==> src/usp_pkg.sv <==
package usp_pkg;

    // Wishbone register offsets (byte addresses, one word each).
    localparam logic [7:0] ADDR_CTRL     = 8'h00;
    localparam logic [7:0] ADDR_DIVISOR  = 8'h04;
    localparam logic [7:0] ADDR_ISRC     = 8'h08;
    localparam logic [7:0] ADDR_MSTAT    = 8'h0C;
    localparam logic [7:0] ADDR_THOLD    = 8'h10;
    localparam logic [7:0] ADDR_PSTAT    = 8'h14;
    localparam logic [7:0] ADDR_EVT      = 8'h18;
    localparam logic [7:0] ADDR_MASK     = 8'h1C;

    // Control register field positions.
    localparam int CTRL_SLEEP_EN_BIT = 4;
    localparam int CTRL_ENABLES_W    = 8;

    // Reset values.
    localparam logic [7:0]  CTRL_RESET    = 8'h00;
    localparam logic [15:0] DIVISOR_RESET = 16'h0000;
    localparam logic [3:0]  MASK_RESET    = 4'h0;

    // Interrupt source encodings (lower nibble).
    localparam logic [3:0] ISRC_NONE   = 4'h1;
    localparam logic [3:0] ISRC_MODEM  = 4'h0;

    // Event bit positions in the event status register.
    localparam int EVT_SLEEP_ENTER = 0;
    localparam int EVT_WAKE        = 1;
    localparam int EVT_PUMP_OFF    = 2;
    localparam int EVT_PUMP_ON     = 3;
    localparam int EVT_W           = 4;

    // Timing.
    localparam longint CLK_HZ          = 250_000_000;
    localparam longint IDLE_TIME_S     = 30;
    localparam longint IDLE_CYCLES     = IDLE_TIME_S * CLK_HZ;
    localparam longint PUMP_WAKE_NS    = 45_000;
    localparam longint PUMP_WAKE_CYC   = PUMP_WAKE_NS * CLK_HZ / 1_000_000_000;
    localparam longint OSC_START_NS    = 1_000;
    localparam longint OSC_START_CYC   = OSC_START_NS * CLK_HZ / 1_000_000_000;
    localparam int     CNT_W           = 34;

    typedef enum {
        USP_ACTIVE,
        USP_OSC_OFF,
        USP_OSC_START
    } usp_osc_state_t;

    typedef struct packed {
        logic       osc_running;
        logic       uart_asleep;
        logic       pump_on;
        logic       pump_ready;
        logic       full_sleep;
        logic       bus_isolated;
    } usp_power_t;

endpackage

==> src/usp_power_manager.sv <==
`timescale 1ns/100ps
`default_nettype none
// Summary of operation
// - Sleep needs no pending interrupt, nonzero divisor, sleep enable, quiet modem, idle receive.
// - With autosleep pin low the charge pump always stays on.
// - Entering sleep stops the oscillator; its output pin shows no clock.
// - Receive start bit, transmit write or modem status bit wakes the UART.
// - Wake with sleep enabled raises interrupt coded 0x1; reading the source clears it.
// - Sleep is re-entered automatically once interrupts clear, never while one pends.
// - Auto sleep stays armed until the sleep enable bit is cleared.
// - Autosleep high and awake: pump stops after 30 s of idle lines.
// - Pump shutdown tri-states drivers; receivers and registers stay available.
// - Pump restarts on start bit, transmit load or modem rise; ready after 45 us.
// - UART asleep and autosleep pin high gives full sleep.
// - Full sleep ends on autosleep low or oscillator start; pump ready after 45 us.
// - Power-save pin high and UART asleep isolates host bus inputs.
// - In power-save only start bit or modem change wakes; bus activity is ignored.
// - Power-save returns after interrupts clear; persists until enable or pin drops.
// - Power-save wake interrupt only after oscillator runs; cleared by source read.
module usp_power_manager
    import usp_pkg::*;
#(
    parameter longint IDLE_COUNT = IDLE_CYCLES,
    parameter longint PUMP_COUNT = PUMP_WAKE_CYC,
    parameter longint OSC_COUNT  = OSC_START_CYC
) (
    input  wire logic        clk_i,
    input  wire logic        rst_i,
    input  wire logic [7:0]  wb_adr_i,
    input  wire logic [31:0] wb_dat_i,
    input  wire logic [3:0]  wb_sel_i,
    input  wire logic        wb_we_i,
    input  wire logic        wb_cyc_i,
    input  wire logic        wb_stb_i,
    output logic      [31:0] wb_dat_o,
    output logic             wb_ack_o,
    input  wire logic        charge_pump_autosleep_pin_i,
    input  wire logic        bus_isolation_pin_i,
    input  wire logic        rx_i,
    input  wire logic        cts_i,
    input  wire logic [3:0]  modem_in_i,
    input  wire logic        tx_active_i,
    input  wire logic        uart_int_pending_i,
    output logic             oscillator_output_pin_o,
    output logic             osc_enable_o,
    output logic             pump_enable_o,
    output logic             driver_oe_o,
    output logic             bus_isolated_o,
    output logic             irq_o
);

    logic [1:0] sync_acp;
    logic [1:0] sync_pws;
    logic [1:0] sync_rx;
    logic [1:0] sync_cts;
    logic [3:0] sync_modem [2];
    logic       charge_pump_autosleep_pin;
    logic       pws;
    logic       rx;
    logic       cts;
    logic [3:0] modem;
    logic       rx_prev;
    logic [3:0] modem_prev;

    logic [7:0]  ctrl;
    logic [15:0] divisor;
    logic [3:0]  msr_delta;
    logic        wake_int;
    logic [EVT_W-1:0] evt;
    logic [EVT_W-1:0] evt_mask;
    logic [EVT_W-1:0] evt_set;

    usp_osc_state_t osc_state;
    logic [CNT_W-1:0] osc_cnt;
    logic [CNT_W-1:0] idle_cnt;
    logic [CNT_W-1:0] pump_cnt;
    logic        pump_on;
    logic        pump_ready;
    logic        osc_div;
    logic        wake_seen;
    logic        ps_wake;

    usp_power_t  pwr;

    logic        req;
    logic        bus_open;
    logic        wr_hit;
    logic        rd_hit;
    logic        thr_write;
    logic        rx_start;
    logic [3:0]  modem_change;
    logic [3:0]  modem_rise;
    logic        sleep_en;
    logic        sleep_ok;
    logic        wake_evt;
    logic        pump_wake;
    logic        isolated;
    logic [3:0]  isrc_nib;
    logic [31:0] next_rdata;

    // Two-stage synchronisers; only the second stage, index [1], is read by logic.
    always_ff @(posedge clk_i) begin
        sync_acp <= {sync_acp[0], charge_pump_autosleep_pin_i};
        sync_pws <= {sync_pws[0], bus_isolation_pin_i};
        sync_rx  <= {sync_rx[0], rx_i};
        sync_cts <= {sync_cts[0], cts_i};
        sync_modem[0] <= modem_in_i;
        sync_modem[1] <= sync_modem[0];
    end

    assign charge_pump_autosleep_pin   = sync_acp[1];
    assign pws   = sync_pws[1];
    assign rx    = sync_rx[1];
    assign cts   = sync_cts[1];
    assign modem = sync_modem[1];

    always_ff @(posedge clk_i) begin
        if (rst_i) begin
            rx_prev    <= 1'b0;
            modem_prev <= 4'h0;
        end else begin
            rx_prev    <= rx;
            modem_prev <= modem;
        end
    end

    assign sleep_en     = ctrl[CTRL_SLEEP_EN_BIT];
    assign isolated     = pwr.bus_isolated;
    // While isolated the bus is cut off; requests are still acked so the master never hangs.
    assign req          = wb_cyc_i && wb_stb_i && !wb_ack_o;
    assign bus_open     = !isolated;
    assign wr_hit       = req && wb_we_i && bus_open;
    assign rd_hit       = req && !wb_we_i && bus_open;
    assign thr_write    = wr_hit && (wb_adr_i == ADDR_THOLD) && wb_sel_i[0];
    assign rx_start     = rx && !rx_prev;
    assign modem_change = modem ^ modem_prev;
    assign modem_rise   = modem & ~modem_prev;
    assign wake_evt     = rx_start || thr_write || (|modem_change);
    assign pump_wake    = rx_start || thr_write || (|modem_rise);
    assign sleep_ok     = !uart_int_pending_i && !wake_int
                          && (divisor != 16'h0000) && sleep_en
                          && (msr_delta == 4'h0) && !rx;

    // Modem change indications, cleared by reading modem status; a change wins over the read.
    always_ff @(posedge clk_i) begin
        if (rst_i) begin
            msr_delta <= 4'h0;
        end else if (rd_hit && wb_adr_i == ADDR_MSTAT) begin
            msr_delta <= modem_change;
        end else begin
            msr_delta <= msr_delta | modem_change;
        end
    end

    always_ff @(posedge clk_i) begin
        if (rst_i) begin
            ctrl    <= CTRL_RESET;
            divisor <= DIVISOR_RESET;
            evt_mask <= MASK_RESET;
        end else if (wr_hit) begin
            case (wb_adr_i)
                ADDR_CTRL: begin
                    if (wb_sel_i[0]) ctrl <= wb_dat_i[7:0];
                end
                ADDR_DIVISOR: begin
                    if (wb_sel_i[0]) divisor[7:0]  <= wb_dat_i[7:0];
                    if (wb_sel_i[1]) divisor[15:8] <= wb_dat_i[15:8];
                end
                ADDR_MASK: begin
                    if (wb_sel_i[0]) evt_mask <= wb_dat_i[EVT_W-1:0];
                end
                default: begin
                end
            endcase
        end
    end

    // Oscillator: stopped while asleep, started on wake and counted up before it counts as running.
    always_ff @(posedge clk_i) begin
        if (rst_i) begin
            osc_state <= USP_ACTIVE;
            osc_cnt   <= '0;
            wake_seen <= 1'b0;
        end else begin
            case (osc_state)
                USP_ACTIVE: begin
                    osc_cnt   <= '0;
                    wake_seen <= 1'b0;
                    if (sleep_ok && !wake_evt) begin
                        osc_state <= USP_OSC_OFF;
                    end
                end
                USP_OSC_OFF: begin
                    if (wake_evt || !sleep_en) begin
                        osc_state <= USP_OSC_START;
                        wake_seen <= wake_evt;
                    end
                end
                USP_OSC_START: begin
                    osc_cnt <= osc_cnt + 1'b1;
                    if (osc_cnt >= CNT_W'(OSC_COUNT - 1)) begin
                        osc_state <= USP_ACTIVE;
                    end
                end
                default: osc_state <= USP_ACTIVE;
            endcase
        end
    end

    assign ps_wake = (osc_state == USP_OSC_START) && (osc_cnt >= CNT_W'(OSC_COUNT - 1));

    // Wake interrupt raised once the oscillator runs; the source read clears it, set wins.
    always_ff @(posedge clk_i) begin
        if (rst_i) begin
            wake_int <= 1'b0;
        end else if (ps_wake && wake_seen && sleep_en) begin
            wake_int <= 1'b1;
        end else if (rd_hit && wb_adr_i == ADDR_ISRC) begin
            wake_int <= 1'b0;
        end
    end

    // Charge pump: idle timer, restart and settle delay.
    always_ff @(posedge clk_i) begin
        if (rst_i) begin
            pump_on    <= 1'b1;
            pump_ready <= 1'b1;
            pump_cnt   <= '0;
            idle_cnt   <= '0;
        end else begin
            if (tx_active_i || rx || cts || (|modem_change) || thr_write) begin
                idle_cnt <= '0;
            end else if (idle_cnt < CNT_W'(IDLE_COUNT)) begin
                idle_cnt <= idle_cnt + 1'b1;
            end
            if (!charge_pump_autosleep_pin) begin
                if (!pump_on) begin
                    pump_on  <= 1'b1;
                    pump_cnt <= '0;
                end
            end else if (pump_on && pump_wake) begin
                idle_cnt <= '0;
            end else if (pump_on && osc_state == USP_OSC_OFF) begin
                pump_on    <= 1'b0;
                pump_ready <= 1'b0;
            end else if (pump_on && idle_cnt >= CNT_W'(IDLE_COUNT)
                         && !tx_active_i && !rx && !cts) begin
                pump_on    <= 1'b0;
                pump_ready <= 1'b0;
            end else if (!pump_on && (pump_wake || osc_state == USP_OSC_START)) begin
                pump_on  <= 1'b1;
                pump_cnt <= '0;
                idle_cnt <= '0;
            end
            if (pump_on && !pump_ready) begin
                pump_cnt <= pump_cnt + 1'b1;
                if (pump_cnt >= CNT_W'(PUMP_COUNT - 1)) begin
                    pump_ready <= 1'b1;
                end
            end
        end
    end

    always_comb begin
        pwr.osc_running  = (osc_state == USP_ACTIVE);
        pwr.uart_asleep  = (osc_state == USP_OSC_OFF);
        pwr.pump_on      = pump_on;
        pwr.pump_ready   = pump_ready;
        pwr.full_sleep   = pwr.uart_asleep && !pump_on;
        pwr.bus_isolated = pwr.uart_asleep && pws && sleep_en;
    end

    // Event flags: read clears, a new event in the same cycle survives.
    assign evt_set = {1'b0,
                      1'b0,
                      ps_wake,
                      sleep_ok && !wake_evt && (osc_state == USP_ACTIVE)};

    always_ff @(posedge clk_i) begin
        if (rst_i) begin
            evt <= '0;
        end else if (rd_hit && wb_adr_i == ADDR_EVT) begin
            evt <= evt_set;
        end else begin
            evt <= evt | evt_set;
        end
    end

    // The wake code shares 0x1 with no interrupt, so any other pending source hides it.
    assign isrc_nib = uart_int_pending_i ? ISRC_MODEM : ISRC_NONE;

    always_comb begin
        next_rdata = 32'h0000_0000;
        case (wb_adr_i)
            ADDR_CTRL:    next_rdata[7:0]  = ctrl;
            ADDR_DIVISOR: next_rdata[15:0] = divisor;
            ADDR_ISRC:    next_rdata[3:0]  = isrc_nib;
            ADDR_MSTAT:   next_rdata[7:0]  = {modem, msr_delta};
            ADDR_PSTAT:   next_rdata[5:0]  = pwr;
            ADDR_EVT:     next_rdata[EVT_W-1:0] = evt;
            ADDR_MASK:    next_rdata[EVT_W-1:0] = evt_mask;
            default:      next_rdata = 32'h0000_0000;
        endcase
    end

    always_ff @(posedge clk_i) begin
        if (rst_i) begin
            wb_ack_o <= 1'b0;
            wb_dat_o <= 32'h0000_0000;
        end else begin
            wb_ack_o <= req;
            wb_dat_o <= (req && !wb_we_i && bus_open) ? next_rdata : 32'h0000_0000;
        end
    end

    // Clock output toggles only while the oscillator runs.
    always_ff @(posedge clk_i) begin
        if (rst_i) begin
            osc_div                 <= 1'b0;
            oscillator_output_pin_o <= 1'b0;
            osc_enable_o            <= 1'b1;
            pump_enable_o           <= 1'b1;
            driver_oe_o             <= 1'b1;
            bus_isolated_o          <= 1'b0;
            irq_o                   <= 1'b0;
        end else begin
            osc_div                 <= pwr.osc_running ? !osc_div : 1'b0;
            oscillator_output_pin_o <= osc_div;
            osc_enable_o            <= !pwr.uart_asleep;
            pump_enable_o           <= pump_on;
            driver_oe_o             <= pump_on && pump_ready;
            bus_isolated_o          <= pwr.bus_isolated;
            irq_o                   <= |(evt & evt_mask);
        end
    end

endmodule
`default_nettype wire

==> config.mk <==
export PLATFORM = sky130hd
export DESIGN_NAME = usp_power_manager
export DESIGN_NICKNAME = d
export VERILOG_FILES = /design/src/usp_pkg.sv /design/src/usp_power_manager.sv
export SDC_FILE = /design/constraint.sdc
export NUM_CORES = 1
export LEC_CHECK = 0
export BUFFER_PORTS_ARGS = -buffer_cell sky130_fd_sc_hd__buf_2
export CORE_AREA = 2 2 134 136
export CTS_CLUSTER_DIAMETER = 120
export DETAILED_ROUTE_END_ITERATION = 12
export DIE_AREA = 0 0 136 138
export GPL_TIMING_DRIVEN = 1
export PLACE_DENSITY = 0.8
export REMOVE_ABC_BUFFERS = 1
export SYNTH_ARGS = -nofsm -noshare
export SYNTH_HDL_FRONTEND = slang
export SYNTH_SLANG_ARGS = --single-unit
==> constraint.sdc <==
create_clock -name clk_i -period 2.5 [get_ports clk_i]
set_input_delay 0.25 -clock clk_i [delete_from_list [all_inputs] [get_ports clk_i]]
set_output_delay 0.25 -clock clk_i [all_outputs]
set_load 0.02 [all_outputs]
==> flow_metrics.env <==
export IMPL_status="finished clean"
export IMPL_top_layer_used="met4"
export IMPL_yosysTopAreaCell="dfxtp_1"
export IMPL_maxCapViolations=0
export IMPL_place_hpwl_um=12920
export IMPL_dr_wl_met3_um=1063
export IMPL_worstPathCellList="ha_1, nor4_1, o21ai_0, a2111oi_0, buf_4, nand2_1, buf_12, a21oi_1"
export IMPL_rows=49
export IMPL_netlist_area_um2=8562
export IMPL_yosys_top_cells_area="dfxtp_1, a21oi_1, nor2_1"
export IMPL_clk_pin_slew_worst_paths_ns=0.08
export IMPL_layout_common_cells="dfxtp_1, nor2_1, a21oi_1"
export IMPL_synth_seq_area_share_pct=43.72
export IMPL_yosysUniqueCellTypes=64
export IMPL_synth_simple_gate_area_share_pct=28.42
export IMPL_synth_xor_area_share_pct=3.785
export IMPL_wl_met1_um=8844
export IMPL_synth_edf_count=0
export IMPL_wl_per_cell_um=14.87
export IMPL_cts_root_buffer="clkbuf_16"
export IMPL_fin_crit_ns=2.275
export IMPL_clock_latency_ns=0.44
export IMPL_cts_tree="yes"
export IMPL_syn_area_per_cell_um2=8.675
export IMPL_fill_cells=1536
export IMPL_grt_pass1_wl_um=32830
export IMPL_cp_data_arrival_time_ns=2.64
export IMPL_via_per_inst=5.892
export IMPL_min_period_over_period_pct=91.01
export IMPL_ff_latch_area_um2=3744
export IMPL_r2r_slack_ns=0.22
export IMPL_area_growth_syn_to_layout_pct=15.96
export IMPL_clkPwrFrac_pct=47.6
export IMPL_power_total_mw=6.130
export IMPL_worstSetupPathType="register to register"
export IMPL_io_buffers=63
export IMPL_multi_input_area_um2=4468
export IMPL_hold_viol=0
export IMPL_cellInternalPower_mw=4.725
export IMPL_path_max_fanout=32
export IMPL_worst_path_buf_inv=2
export IMPL_final_nets=1132
export IMPL_async_reset_ff_share_pct=0
export IMPL_grt_antenna_before_repair=0
export IMPL_ir_drop_mv=0.5085
export IMPL_hold_class="input pin to register"
export IMPL_relSlewSlack_pct=55.15
export IMPL_synth_compound_area_share_pct=13.61
export IMPL_holdPathStages=3
export IMPL_diodes=0
export IMPL_final_util_pct=56.62
export IMPL_drtIter0Drc=733
export IMPL_cts_sinks=187
export IMPL_ant_nets=0
export IMPL_htreeDepth=4
export IMPL_vias=7677
export IMPL_start_util_pct=48.83
export IMPL_seqPwrFrac_pct=49.3
export IMPL_crit_required_ns=2.87
export IMPL_die_w_um=136
export IMPL_fmax_ghz=0.4395
export IMPL_synth_top_family_by_area="simple AND/OR/NAND/NOR gates"
export IMPL_synthAdderAreaFrac_pct=1.754
export IMPL_rsz0062_at_grt="false"
export IMPL_synth_ff_type="dfxtp_1"
export IMPL_synthMuxAreaShare_pct=3.741
export IMPL_reg2reg_depth=8
export IMPL_grt_pass1_vias=7085
export IMPL_start_kind="register"
export IMPL_synthCells=987
export IMPL_clk_path_buf_depth=2
export IMPL_wl_met2_um=9085
export IMPL_cp_top_family="compound AO/OA/AOI/OAI gates"
export IMPL_stdcell_count=1303
export IMPL_p_sw_share_pct=22.91
export IMPL_cp_slowest_cell="nor4_1"
export IMPL_die_area_um2=18770
export IMPL_drc=0
export IMPL_final_common_cell="dfxtp_1"
export IMPL_drtPass1Iterations=7
export IMPL_grt_ovfl_total=0
export IMPL_cts_setup_buffers=0
export IMPL_cp_depth=8
export IMPL_placedCellCount=1263
export IMPL_cellPowerDensity_nw_per_um2=617.4
export IMPL_worst_slew_pin_slew_ns=0.6676
export IMPL_cp_end_kind="register"
export IMPL_grt_usage_pct=21.17
export IMPL_gp_congestion=0.9171
export IMPL_comb_power_share_pct=3.2
export IMPL_switchingPower_mw=1.405
export IMPL_core_area_um2=17530
export IMPL_pin_count=98
export IMPL_final_setup_viol_count=0
export IMPL_layout_drive_gt1_share_pct=14.34
export IMPL_clock_skew_ns=0.009822
export IMPL_numCtsBuffers=17
export IMPL_slew_viol_final=0
export IMPL_ys_warn_count=0
export IMPL_synth_seq_cells=187
export IMPL_slowest_delay_ns=0.49
export IMPL_synth_top_area_share_pct=43.72
export IMPL_grt_max_degree=67
export IMPL_wl_um=19380
export IMPL_leakagePower_nw=3.606
export IMPL_die_y_um=138
==> state kept, by name, summed over array words and instances (netlist names), 2 cells and up <==
| register | count |
|---|---|
| sync_modem | 8 |
| evt | 2 |
| osc_cnt | 34 |
| wb_dat_o | 16 |
| divisor | 16 |
| msr_delta | 4 |
| modem_prev | 4 |
| sync_rx | 2 |
| ctrl | 8 |
| sync_pws | 2 |
| idle_cnt | 34 |
| osc_state | 2 |
| evt_mask | 4 |
| pump_cnt | 34 |
| sync_cts | 2 |
| sync_acp | 2 |
==> timing repair <==
action                                 in CTS  in global routing
hold buffers                                8                  0
endpoints found under the hold margin       8                  0
setup endpoints to repair                   0                  3
resized for setup                           0                  1
==> tightest hold or removal path, stage by stage <==
cell,delay (ns)
buf_2,0.08
mux2i_1,0.05
nor2_1,0.07
==> cells in the mapped netlist, drive strengths merged (2+ instances only) <==
cell     instances
and2            10
and3b            3
ha              12
a32oi            4
xor2            22
a21oi           81
o2111ai          2
a31oi            3
xnor2           15
nand4b           3
nand3           50
o21ai           32
or2              3
and4b            2
nor2            87
nor4b            3
o22ai            5
nand3b           6
inv             23
a21boi           2
mux2             8
clkbuf          46
nand4           53
a2111oi          2
or3             28
and3            30
dfxtp          187
buf             23
a22oi            7
mux2i           23
or4             28
o31ai           28
nor2b           10
nand2b           9
a31o             4
nor3            12
nor4            23
nand2           62
a211oi           7
and4            13
==> path summary, 6_finish.rpt <==
check,to,startpoint
worst min-delay path,divisor[10],wb_dat_i[10]
worst min register to register,sync_modem[0][6],sync_modem[0][2]
worst max-delay path,idle_cnt[21],sync_modem[0][5]
worst max register to register,idle_cnt[21],sync_modem[0][5]
==> routing by layer <==
| layer | global-route usage (%) | vias to the layer above |
|---|---|---|
| met1 | 28.96 | 3622 |
| met4 | 8.388 | 0 |
| met5 | 0 | - |
| li1 | - | 3750 |
| met3 | 4.437 | 44 |
| met2 | 32.64 | 261 |
==> through the flow <==
stage	instance area (um2)	hold slack, ns	setup slack [ns]	setup TNS, ns
2_1_floorplan	8283	0.2777	-0.6625	-23.18
5_1_grt	9928	0.04469	0.01191	0
3_5_place_dp	9203	0.3121	0.1689	0
6_report	9928	0.03122	0.2247	0
4_1_cts	9921	0.01622	0.2090	0
3_3_place_gp	9203	0.3124	0.1695	0
==> final cells by class <==
cell class,instances,share of cell area [%]
clock buffers,18,4.423
clock inverters,14,2.004
inverters,23,0.8696
multi-input cells,723,45.00
flip-flops and latches,187,37.71
well taps,229,2.886
repair buffers,109,7.108
==> power by group through the flow <==
stage | combinational (mW) | sequential, mW | clock [mW]
floorplan | 0.0837 | 3.08 | 0
finish | 0.194 | 3.02 | 2.92
global placement | 0.177 | 3.09 | 0
global route | 0.211 | 3.02 | 3.07
detailed placement | 0.179 | 3.09 | 0
CTS | 0.190 | 3.02 | 2.96
==> logic make-up after synthesis <==
family,count (synthesis)
other cells,1
buf+inv,92
compound gates,189
flops,187
mux,31
simple gates,438
fa+ha+maj,12
xor+xnor,37
(Power assumes the default switching activity.)
